--- src/csr_swap_pkg.sv ---
// Package with register map, field layout and constants of the compare-swap block.
package csr_swap_pkg;
    localparam int unsigned ADDR_W = 8;
    localparam logic [7:0] OFS_NEW_VALUE = 8'h0c;
    localparam logic [7:0] OFS_EXPECTED = 8'h10;
    localparam logic [7:0] OFS_CONTROL = 8'h14;
    localparam logic [7:0] OFS_ROM_HEADER = 8'h18;
    localparam logic [7:0] OFS_IRQ_STATUS = 8'h24;
    localparam logic [7:0] OFS_IRQ_MASK = 8'h28;
    localparam logic [7:0] OFS_LINK_CTRL = 8'h2c;
    localparam int unsigned DONE_BIT = 31;
    localparam int unsigned SEL_W = 2;
    localparam int unsigned LINK_ON_BIT = 17;
    localparam int unsigned CHECK_W = 16;
    localparam logic [31:0] RESET_WORD = 32'h0000_0000;
    localparam logic [1:0] HTRANS_NONSEQ = 2'h2;
    localparam logic [2:0] HSIZE_WORD = 3'h2;
    localparam int unsigned NUM_RES = 4;
    localparam int unsigned IRQ_W = 2;
    localparam int unsigned IRQ_DONE = 0;
    localparam int unsigned IRQ_LOAD = 1;
    // Reset values of the four bus-management resources; arbitrary defaults.
    localparam logic [31:0] RES_INIT [NUM_RES] = '{32'h0000_003f,
        32'h0000_1333, 32'hffff_ffff, 32'hffff_ffff};
    typedef enum logic [1:0] {SEL_BUS_MANAGER, SEL_BANDWIDTH,
                              SEL_CHANNELS_HI, SEL_CHANNELS_LO} resource_t;
    typedef enum logic [1:0] {SW_IDLE, SW_READ, SW_DONE} swap_state_t;
endpackage

--- src/csr_resource_file.sv ---
// Storage for the four bus-management resources with an atomic compare-swap.
`timescale 1ns/100ps
module csr_resource_file
    import csr_swap_pkg::*;
(
    input  wire logic               sys_clk_i,
    input  wire logic               rst_b_i,
    input  wire logic               start_i,
    input  wire csr_swap_pkg::resource_t sel_i,
    input  wire logic [31:0]        new_value_i,
    input  wire logic [31:0]        expected_i,
    output logic                    done_o,
    output logic [31:0]             prior_o
);
    import csr_swap_pkg::*;

    logic [31:0] res_q [NUM_RES];

    genvar g;
    generate
        for (g = 0; g < NUM_RES; g++)
        begin : g_res
            always_ff @(posedge sys_clk_i or negedge rst_b_i)
            begin
                if (!rst_b_i)
                    res_q[g] <= RES_INIT[g];
                else if (start_i && (sel_i == resource_t'(g))
                         && (res_q[g] == expected_i))
                    res_q[g] <= new_value_i;
            end
        end
    endgenerate

    always_ff @(posedge sys_clk_i or negedge rst_b_i)
    begin
        if (!rst_b_i)
        begin
            done_o  <= 1'b0;
            prior_o <= RESET_WORD;
        end
        else
        begin
            done_o <= start_i;
            if (start_i)
                prior_o <= res_q[sel_i];
        end
    end
endmodule

--- src/rom_check_loader.sv ---
// Reads the header check value from a serial EEPROM once after reset.
`timescale 1ns/100ps
module rom_check_loader
    import csr_swap_pkg::*;
#(
    parameter int unsigned DIV = 10
)
(
    input  wire logic               sys_clk_i,
    input  wire logic               rst_b_i,
    input  wire logic               present_i,
    input  wire logic               sda_i,
    output logic                    scl_o,
    output logic                    load_o,
    output logic [CHECK_W-1:0]      value_o
);
    import csr_swap_pkg::*;

    if (DIV < 2)
    begin : g_bad_div
        $error("DIV must be at least 2");
    end

    logic [15:0] div_q;
    logic [4:0]  bit_q;
    logic        busy_q;
    logic [2:0]  sda_sync_q;
    logic [2:0]  present_sync_q;
    logic        tick;

    assign tick = (div_q == 16'(DIV - 1));

    always_ff @(posedge sys_clk_i or negedge rst_b_i)
    begin
        if (!rst_b_i)
        begin
            sda_sync_q     <= 3'h0;
            present_sync_q <= 3'h7;
        end
        else
        begin
            sda_sync_q     <= {sda_sync_q[1:0], sda_i};
            present_sync_q <= {present_sync_q[1:0], present_i};
        end
    end

    always_ff @(posedge sys_clk_i or negedge rst_b_i)
    begin
        if (!rst_b_i)
            div_q <= 16'h0000;
        else if (tick)
            div_q <= 16'h0000;
        else
            div_q <= div_q + 16'h0001;
    end

    // Sixteen clock pulses; each bit is taken at the end of the high half,
    // so the synchroniser already holds pin data and not its reset value.
    always_ff @(posedge sys_clk_i or negedge rst_b_i)
    begin
        if (!rst_b_i)
        begin
            busy_q  <= 1'b1;
            bit_q   <= 5'h00;
            scl_o   <= 1'b0;
            load_o  <= 1'b0;
            value_o <= 16'h0000;
        end
        else
        begin
            load_o <= 1'b0;
            if (busy_q && !present_sync_q[2] && !present_sync_q[1])
            begin
                busy_q <= 1'b0;
                scl_o  <= 1'b0;
            end
            else if (busy_q && tick)
            begin
                scl_o <= ~scl_o;
                if (scl_o && (sda_sync_q[2] == sda_sync_q[1]))
                begin
                    value_o <= {value_o[CHECK_W-2:0], sda_sync_q[2]};
                    bit_q   <= bit_q + 5'h01;
                    if (bit_q == 5'(CHECK_W - 1))
                    begin
                        busy_q <= 1'b0;
                        load_o <= 1'b1;
                    end
                end
            end
        end
    end
endmodule

--- src/swap_expected_value_swap_regs.sv ---
// AHB-Lite register bank for compare-swap access and the ROM header quadlet.
//
// Notes on behaviour
// - Data register at 0Ch gives the value written on a compare match.
// - Compare register at 10h holds the value checked against the resource.
// - Bit 31 of control at 14h sets when a compare-swap finishes.
// - A control write clears the completion bit regardless of bit 31, unless a swap finishes in that cycle.
// - Bits 1-0 of control pick one of four resources, read/write.
// - Control bits 30-2 always read as zero.
// - Header register at 18h is the first configuration ROM quadlet.
// - With an EEPROM fitted, the check value preloads after reset.
// - Without EEPROM, check value stays zero; upper half resets zero.
`timescale 1ns/100ps
module swap_expected_value_swap_regs
    import csr_swap_pkg::*;
#(
    parameter int unsigned EEPROM_DIV = 10
)
(
    input  wire logic               sys_clk_i,
    input  wire logic               rst_b_i,
    input  wire logic               hsel_i,
    input  wire logic [31:0]        haddr_i,
    input  wire logic [1:0]         htrans_i,
    input  wire logic               hwrite_i,
    input  wire logic [2:0]         hsize_i,
    input  wire logic [31:0]        hwdata_i,
    input  wire logic               hready_i,
    output logic [31:0]             hrdata_o,
    output logic                    hreadyout_o,
    output logic                    hresp_o,
    input  wire logic               eeprom_present_i,
    input  wire logic               eeprom_sda_i,
    output logic                    eeprom_scl_o,
    output logic [31:0]             rom_header_o,
    output logic                    link_on_o,
    output logic                    irq_o
);
    import csr_swap_pkg::*;

    logic [31:0]        new_value_q;
    logic [31:0]        expected_q;
    logic               done_q;
    resource_t          sel_q;
    logic [31:0]        header_q;
    logic [IRQ_W-1:0]   irq_status_q;
    logic [IRQ_W-1:0]   irq_mask_q;
    logic               wr_pend_q;
    logic               rd_pend_q;
    logic [ADDR_W-1:0]  addr_q;
    logic               start_q;
    logic               swap_done;
    logic [31:0]        prior;
    logic               rom_load;
    logic [CHECK_W-1:0] rom_value;
    logic               eeprom_scl;
    logic               wr_ctrl;
    logic               rd_status;
    logic [31:0]        rd_word;

    function automatic logic hit(input logic [ADDR_W-1:0] a,
                                 input logic [7:0] ofs);
        hit = (a == ofs);
    endfunction

    csr_resource_file u_res (
        .sys_clk_i   (sys_clk_i),
        .rst_b_i     (rst_b_i),
        .start_i     (start_q),
        .sel_i       (sel_q),
        .new_value_i (new_value_q),
        .expected_i  (expected_q),
        .done_o      (swap_done),
        .prior_o     (prior)
    );

    rom_check_loader #(.DIV(EEPROM_DIV)) u_rom (
        .sys_clk_i (sys_clk_i),
        .rst_b_i   (rst_b_i),
        .present_i (eeprom_present_i),
        .sda_i     (eeprom_sda_i),
        .scl_o     (eeprom_scl),
        .load_o    (rom_load),
        .value_o   (rom_value)
    );

    // Address phase is captured; a write data phase completes in one cycle.
    always_ff @(posedge sys_clk_i or negedge rst_b_i)
    begin
        if (!rst_b_i)
        begin
            wr_pend_q <= 1'b0;
            rd_pend_q <= 1'b0;
            addr_q    <= 8'h00;
        end
        else if (hready_i)
        begin
            wr_pend_q <= hsel_i && (htrans_i == HTRANS_NONSEQ) && hwrite_i;
            rd_pend_q <= hsel_i && (htrans_i == HTRANS_NONSEQ) && !hwrite_i;
            addr_q    <= haddr_i[ADDR_W-1:0];
        end
    end

    assign wr_ctrl   = wr_pend_q && hit(addr_q, OFS_CONTROL);
    assign rd_status = rd_pend_q && hit(addr_q, OFS_IRQ_STATUS);

    // Data and compare are written from the bus; a finished swap loads data with the prior value.
    always_ff @(posedge sys_clk_i or negedge rst_b_i)
    begin
        if (!rst_b_i)
        begin
            new_value_q <= RESET_WORD;
            expected_q  <= RESET_WORD;
        end
        else if (swap_done)
            new_value_q <= prior;
        else if (wr_pend_q && hit(addr_q, OFS_NEW_VALUE))
            new_value_q <= hwdata_i;
        else if (wr_pend_q && hit(addr_q, OFS_EXPECTED))
            expected_q <= hwdata_i;
    end

    always_ff @(posedge sys_clk_i or negedge rst_b_i)
    begin
        if (!rst_b_i)
        begin
            sel_q   <= SEL_BUS_MANAGER;
            start_q <= 1'b0;
        end
        else
        begin
            start_q <= wr_ctrl;
            if (wr_ctrl)
                sel_q <= resource_t'(hwdata_i[SEL_W-1:0]);
        end
    end

    // Completion sets over a simultaneous clearing write.
    always_ff @(posedge sys_clk_i or negedge rst_b_i)
    begin
        if (!rst_b_i)
            done_q <= 1'b0;
        else if (swap_done)
            done_q <= 1'b1;
        else if (wr_ctrl)
            done_q <= 1'b0;
    end

    // Upper half resets to zero; the check half holds zero until loaded.
    always_ff @(posedge sys_clk_i or negedge rst_b_i)
    begin
        if (!rst_b_i)
            header_q <= RESET_WORD;
        else if (rom_load)
            header_q[CHECK_W-1:0] <= rom_value;
        else if (wr_pend_q && hit(addr_q, OFS_ROM_HEADER))
            header_q <= hwdata_i;
    end

    always_ff @(posedge sys_clk_i or negedge rst_b_i)
    begin
        if (!rst_b_i)
        begin
            link_on_o  <= 1'b0;
            irq_mask_q <= '0;
        end
        else if (wr_pend_q && hit(addr_q, OFS_LINK_CTRL))
            link_on_o <= hwdata_i[LINK_ON_BIT];
        else if (wr_pend_q && hit(addr_q, OFS_IRQ_MASK))
            irq_mask_q <= hwdata_i[IRQ_W-1:0];
    end

    // A status read clears the sticky bits, but a new event wins.
    always_ff @(posedge sys_clk_i or negedge rst_b_i)
    begin
        if (!rst_b_i)
            irq_status_q <= '0;
        else
        begin
            irq_status_q[IRQ_DONE] <= swap_done
                || (irq_status_q[IRQ_DONE] && !rd_status);
            irq_status_q[IRQ_LOAD] <= rom_load
                || (irq_status_q[IRQ_LOAD] && !rd_status);
        end
    end

    always_comb
    begin
        rd_word = RESET_WORD;
        if (hit(addr_q, OFS_NEW_VALUE))
            rd_word = new_value_q;
        else if (hit(addr_q, OFS_EXPECTED))
            rd_word = expected_q;
        else if (hit(addr_q, OFS_CONTROL))
        begin
            rd_word[DONE_BIT]      = done_q;
            rd_word[SEL_W-1:0]     = sel_q;
        end
        else if (hit(addr_q, OFS_ROM_HEADER))
            rd_word = header_q;
        else if (hit(addr_q, OFS_IRQ_STATUS))
            rd_word[IRQ_W-1:0] = irq_status_q;
        else if (hit(addr_q, OFS_IRQ_MASK))
            rd_word[IRQ_W-1:0] = irq_mask_q;
        else if (hit(addr_q, OFS_LINK_CTRL))
            rd_word[LINK_ON_BIT] = link_on_o;
    end

    // Read data is registered, so a read takes one wait state.
    logic rd_wait_q;
    always_ff @(posedge sys_clk_i or negedge rst_b_i)
    begin
        if (!rst_b_i)
        begin
            rd_wait_q   <= 1'b0;
            hreadyout_o <= 1'b1;
            hrdata_o    <= RESET_WORD;
        end
        else
        begin
            rd_wait_q   <= hready_i && hsel_i && !hwrite_i
                           && (htrans_i == HTRANS_NONSEQ);
            hreadyout_o <= !(hready_i && hsel_i && !hwrite_i
                           && (htrans_i == HTRANS_NONSEQ));
            if (rd_wait_q)
                hrdata_o <= rd_word;
        end
    end

    always_ff @(posedge sys_clk_i or negedge rst_b_i)
    begin
        if (!rst_b_i)
        begin
            hresp_o      <= 1'b0;
            irq_o        <= 1'b0;
            eeprom_scl_o <= 1'b0;
            rom_header_o <= RESET_WORD;
        end
        else
        begin
            hresp_o      <= 1'b0;
            irq_o        <= |(irq_status_q & irq_mask_q);
            eeprom_scl_o <= eeprom_scl;
            rom_header_o <= header_q;
        end
    end
endmodule

--- config.mk ---
export PLATFORM = sky130hd
export DESIGN_NAME = swap_expected_value_swap_regs
export DESIGN_NICKNAME = d
export VERILOG_FILES = /design/src/csr_swap_pkg.sv /design/src/csr_resource_file.sv /design/src/rom_check_loader.sv /design/src/swap_expected_value_swap_regs.sv
export SDC_FILE = /design/constraint.sdc
export NUM_CORES = 1
export LEC_CHECK = 0
export ABC_AREA = 1
export BUFFER_PORTS_ARGS = -buffer_cell sky130_fd_sc_hd__buf_2
export CORE_MARGIN = 1.5
export CORE_UTILIZATION = 30
export CTS_BUF_LIST = sky130_fd_sc_hd__clkbuf_16
export DETAILED_ROUTE_END_ITERATION = 16
export SYNTH_ARGS = -nofsm -noshare
export SYNTH_HDL_FRONTEND = slang
export SYNTH_SLANG_ARGS = --single-unit
--- constraint.sdc ---
create_clock -name sys_clk_i -period 1.8 [get_ports sys_clk_i]
set_input_delay 0.36 -clock sys_clk_i [delete_from_list [all_inputs] [get_ports sys_clk_i]]
set_output_delay 0.36 -clock sys_clk_i [all_outputs]
set_load 0.01 [all_outputs]
# Word level (Yosys, flattened, before mapping)
# Index checks and enable logic that the tools add are counted.
# classes
n_addsub	2
n_bitwise	8
eq_ne	18
muxes	34
n_lt_le_gt_ge	1
n_reduce_logical	47
# ops
cell	count
2-to-1 mux 32 bit	6
equality test 32 bit	4
binary-select mux 32 bit (select 2 bit)	1
2-to-1 mux 16 bit	3
2-to-1 mux 29 bit	1
logical AND 1 bit	27
equality test 8 x 5 -> 1 bit (second input constant)	3
equality test 8 x 6 -> 1 bit (second input constant)	3
2-to-1 mux 1 bit	17
adder 16 x 1 -> 16 bit (second input constant)	1
equality test 16 x 4 -> 1 bit (second input constant)	1
2-to-1 mux 15 bit	1
2-to-1 mux 14 bit	1
nonzero test 2 bit	6
AND reduction 3 bit	3
equality test 8 x 4 -> 1 bit (second input constant)	1
2-to-1 mux 2 bit	4
equality test 2 bit (second input constant)	3
NOT 1 bit	6
adder 5 x 1 -> 5 bit (second input constant)	1
equality test 5 x 4 -> 1 bit (second input constant)	1
zero test 1 bit	5
AND reduction 2 bit	2
>= comparator 3 bit (second input constant)	1
7 further kinds	8
# word_totals
wordCells	143
reg_bits	390
output_inout_bits	69

# Logic depth before layout (Yosys ltp)
# logic_depth
word_depth	8
depth_mapped	12
mapped_depth_nobuf	11

# Modules after synthesis
# A second synthesis with hierarchy kept.
# unflattened
hier_cells	2365
area_unflattened_um2	19244.7
# by_module_without_submodules
mod	n_inst	seq_area_each_um2	area_each_um2	cells_each
csr_resource_file	1	4125.2	9412.8	1263
swap_expected_value_swap_regs	1	4580.6	7698.6	861
rom_check_loader	1	1156.1	2133.3	241

# Worst setup path after synthesis
# No wires, ideal clock.
# synth_timing
kind	register to register
startpoint	reg addr_q[7]
endpoint	reg new_value_q[29]
stages_incl_launch_ff	8
setup_ns	0.126
slack_ns	0.172
t_arrival_ns	1.502
t_required_ns	1.674
path_cell_list	dfrtp_1 > nor2_1 > nand2_1 > nor3_4 > inv_2 > o21ai_4 > buf_2 > o21ai_0
# synth_via
elab_chain_cells	3
# synth_rtl
item	line	rtl
start, declared	swap_expected_value_swap_regs.sv:50	logic [ADDR_W-1:0] addr_q;
start signal, assigned	swap_expected_value_swap_regs.sv:100	addr_q <= haddr_i[ADDR_W-1:0];
equality test 8 x 4 -> 1 bit	swap_expected_value_swap_regs.sv:63	hit = (a == ofs);
logical AND 1 bit	swap_expected_value_swap_regs.sv:117	else if (wr_pend_q && hit(addr_q, OFS_NEW_VALUE))
nonzero test 2 bit (no line)	-	
end signal, assigned	swap_expected_value_swap_regs.sv:116	new_value_q <= prior;
end signal, assigned	swap_expected_value_swap_regs.sv:118	new_value_q <= hwdata_i;
end, declared	swap_expected_value_swap_regs.sv:41	logic [31:0] new_value_q;
# Every way passes these cells.
# A chain may end at the register's enable or synchronous reset.

# Worst setup path after layout
# layout_timing
startpoint	reg sel_q[1]
endpoint	reg u_res.res_q[17] in the netlist's numbering
# layout_via
elab_chain_cells	3
# layout_rtl
item	line	rtl
start, declared	swap_expected_value_swap_regs.sv:44	resource_t sel_q;
start signal, assigned	swap_expected_value_swap_regs.sv:134	sel_q <= resource_t'(hwdata_i[SEL_W-1:0]);
equality test 2 bit	csr_resource_file.sv:27	else if (start_i && (sel_i == resource_t'(g))
logical AND 1 bit	csr_resource_file.sv:27	
logical AND 1 bit	csr_resource_file.sv:28	&& (res_q[g] == expected_i))
end signal, assigned by index	csr_resource_file.sv:26	res_q[g] <= RES_INIT[g];
end signal, assigned by index	csr_resource_file.sv:29	res_q[g] <= new_value_i;
end, declared	csr_resource_file.sv:17	logic [31:0] res_q [NUM_RES];
# Every way passes these cells.

==> flow_metrics.env <==
export IMPL_outcome="finished, violations left"
export IMPL_violations="setup timing"
export IMPL_cellPowerDensity_mw_per_mm2=739
export IMPL_synth_top_area_share_pct=39.8
export IMPL_grt_use_total_pct=20.2
export IMPL_arrival_ps=2380
export IMPL_die_area_mm2=0.0660
export IMPL_combPwrFrac_pct=6.1
export IMPL_htree_levels=2
export IMPL_p_seq_share_pct=47.8
export IMPL_routed_via_count=18531
export IMPL_drt_first_iter_violations=1844
export IMPL_peakVddDrop_mv=0.692
export IMPL_routed_wirelength_um=73400
export IMPL_intPower_uw=14600
export IMPL_cts_sinks=390
export IMPL_first_global_vias=17747
export IMPL_postSynthCellCount=2505
export IMPL_clkTransAtPathRegs_ps=60
export IMPL_yosysSeqAreaShare_pct=51.0
export IMPL_gr_total_overflow=0
export IMPL_slowest_stage="dfrtp_2"
export IMPL_setup_worst_path_end_class="flip-flop"
export IMPL_fin_setup_tns_ps=-4750
export IMPL_ys_top_cells_by_area="dfrtp_1 40%, nand2_1 17%, dfstp_2 11%"
export IMPL_crit_chain="buf_6 > nand2_4 > inv_4 > nand2_4 > nor2_4 > nand2_2 > nor2_4 > buf_6 > nand3_4 > clkbuf_16 > o21bai_1 > nand2_1"
export IMPL_cts_tree="done"
export IMPL_ys_ff_latch=390
export IMPL_layout_commonest_cell="nand2_1"
export IMPL_reg2reg_slack_ps=-110
export IMPL_synth_area_per_cell_um2=7.72
export IMPL_clock_latency_ps=560
export IMPL_antenna_cells=0
export IMPL_die_w_um=257
export IMPL_detailed_place_hpwl_um=46700
export IMPL_final_cell_mix="809 x nand2_1, 289 x dfrtp_1, 259 x inv_1"
export IMPL_required_ps=2280
export IMPL_ff2ff_path_depth=12
export IMPL_ys_async_sr_fraction_pct=100
export IMPL_switching_power_uw=4730
export IMPL_hp_start="hwrite_i"
export IMPL_clockBufferDepth=3
export IMPL_rsz0062_at_grt="yes"
export IMPL_p_leak_uw=0.0124
export IMPL_wl_per_cell_um=20.0
export IMPL_clock_root_buffer="clkbuf_16"
export IMPL_crit_family="simple AND/OR/NAND/NOR gates"
export IMPL_critPathMaxFanout=12
export IMPL_core_area_mm2=0.0634
export IMPL_finClkSkew_ps=13.6
export IMPL_fmax_mhz=524
export IMPL_drcViolationCount=0
export IMPL_critPathMaxStageDelay_ps=460
export IMPL_timing_rr_start="sel_q[1]"
export IMPL_clock_power_share_pct=46.0
export IMPL_viasPerCell=5.04
export IMPL_min_path_cells=2
export IMPL_num_rows=92
export IMPL_setup_ws_ps=-109
export IMPL_switching_share_pct=24.5
export IMPL_die_h_um=257
export IMPL_fin_crit_sh_pct=106
export IMPL_critPathLaunchType="flip-flop"
export IMPL_antenna_found_initial=0
export IMPL_synthFlopType="dfrtp_1"
export IMPL_synthDistinctLibCells=41
export IMPL_synth_top_area_cell="dfrtp_1"
export IMPL_hold_viol_final=0
export IMPL_maxSlewViolCount=0
export IMPL_hp_class="primary input to flip-flop"
export IMPL_io_pins=145
export IMPL_yosysWarnings=0
export IMPL_worstHoldEndpoint="rd_wait_q"
export IMPL_cts_buffers=42
export IMPL_finalSetupViolCount=132
export IMPL_maxCapViolCount=0
export IMPL_setup_worst_path_class="flip-flop to flip-flop"
export IMPL_power_uw=19300
export IMPL_grt_max_degree=56
export IMPL_grt_pass1_wl_um=104000
export IMPL_start_util_pct=30.5
export IMPL_syn_nets=2585
export IMPL_fin_crit_ps=1910
export IMPL_numPortBuffers=116
export IMPL_gp_congestion=0.900
export IMPL_drt_first_pass_iters=6
export IMPL_nets=2880
export IMPL_netlist_area_mm2=0.0193
export IMPL_r2r_end="u_res.res_q[17]"
export IMPL_layout_area_overhead_vs_synth_pct=35.2
export IMPL_synth_enable_flop_cells=0
export IMPL_worst_path_buf_inv=4
export IMPL_drive_gt1_share_pct=29.0
export IMPL_drtAntennaViolNets=0
## sequential cells by signal, summed over array words and instances, names as in the netlist, 8 cells and up
| signal | flops |
|---|---|
| new_value_q | 32 |
| u_res.prior_o | 32 |
| u_res.res_q | 128 |
| expected_q | 32 |
| rom_header_o | 32 |
| u_rom.div_q | 16 |
| u_rom.value_o | 16 |
| hrdata_o | 32 |
| header_q | 32 |
| addr_q | 8 |
## stage by stage
step | hold WS [ps] | cell area [µm²] | instances | util (%) | worst slack [ps]
6_report | 16.7 | 26200 | 3677 | 41.2 | -109
2_1_floorplan | 64.4 | 19300 | 2505 | - | 172
3_5_place_dp | 289 | 22100 | 3521 | 34.9 | -137
5_1_grt | 23.1 | 26200 | 3677 | 41.2 | -154
4_1_cts | 0.968 | 24000 | 3620 | 37.9 | -49.8
3_3_place_gp | 286 | 22100 | 3521 | 34.9 | -106
## how the worst max path moves through the flow
stage / cells after the start / slack, ps / start / to
floorplan: 7 / 170 / addr_q[7] / new_value_q[29]
global placement: 11 / -110 / expected_q[21] / u_res.res_q[11]
detailed placement: 11 / -140 / sel_q[1] / u_res.res_q[124]
CTS: 7 / -50 / u_rom.busy_q / u_rom.bit_q[2]
global route: 11 / -150 / u_res.res_q[26] / u_res.res_q[17]
finish: 12 / -110 / sel_q[1] / u_res.res_q[17]
## cells by family after synthesis
kind of cell             after synthesis  synth area share [%]
AND/OR/NAND/NOR                     1275                  26.6
flip-flops                           390                  51.0
buffers and inverters                401                  8.22
multiplexers                           4                 0.233
other                                  1                0.0194
XOR/XNOR                              32                  1.45
adder cells (fa/ha/maj)                4                 0.259
AO/OA/AOI/OAI                        398                  12.3
## layout make-up
class / count / area (µm²)
well taps: 846 / 1060
clock inverters: 32 / 290
multi-input cells: 1714 / 9160
inverters: 280 / 1060
repair inverters: 3 / 22.5
repair buffers: 369 / 3590
clock buffers: 43 / 1080
fillers: 6240 / 37300
flip-flops and latches: 390 / 9890
## power groups by stage
stage | registers, µW | clock network, µW | logic, µW
after floorplan | 9280 | 0 | 402
after global placement | 9350 | 0 | 1040
after detailed placement | 9350 | 0 | 1050
after CTS | 9200 | 8970 | 1070
after global routing | 9260 | 9280 | 1310
final | 9240 | 8900 | 1190
## cell usage after synthesis, types with 6 or more instances
| cell type | n |
|---|---|
| a21oi_1 | 64 |
| a22oi_1 | 8 |
| a31oi_1 | 17 |
| a41oi_1 | 11 |
| buf_2 | 49 |
| clkbuf_1 | 60 |
| dfrtp_1 | 308 |
| dfstp_2 | 82 |
| inv_1 | 275 |
| nand2_1 | 883 |
| nand3_1 | 175 |
| nand4_1 | 22 |
| nor2_1 | 169 |
| nor2_2 | 6 |
| nor3_1 | 9 |
| o21a_1 | 9 |
| o21ai_0 | 169 |
| o21ai_1 | 8 |
| o21bai_1 | 96 |
| o22ai_1 | 9 |
| xnor2_1 | 15 |
| xor2_1 | 17 |
## layer usage
metal / routed length (µm) / vias to the layer above / global-route usage (%)
li1: - / 8547 / -
met1: 29700 / 8938 / 26.3
met2: 34100 / 813 / 33.8
met3: 5700 / 233 / 3.21
met4: 3850 / 0 / 7.89
met5: 0 / - / 0
## timing repair
action / in CTS / in global routing
hold endpoints to repair: 19 / 0
gates resized for setup: 72 / 369
hold buffers: 3 / 0
pin swaps: 3 / 145
setup buffers: 14 / 32
gates cloned: 7 / 26
setup endpoints to repair: 135 / 273
Power figures use the tool's default switching activity.
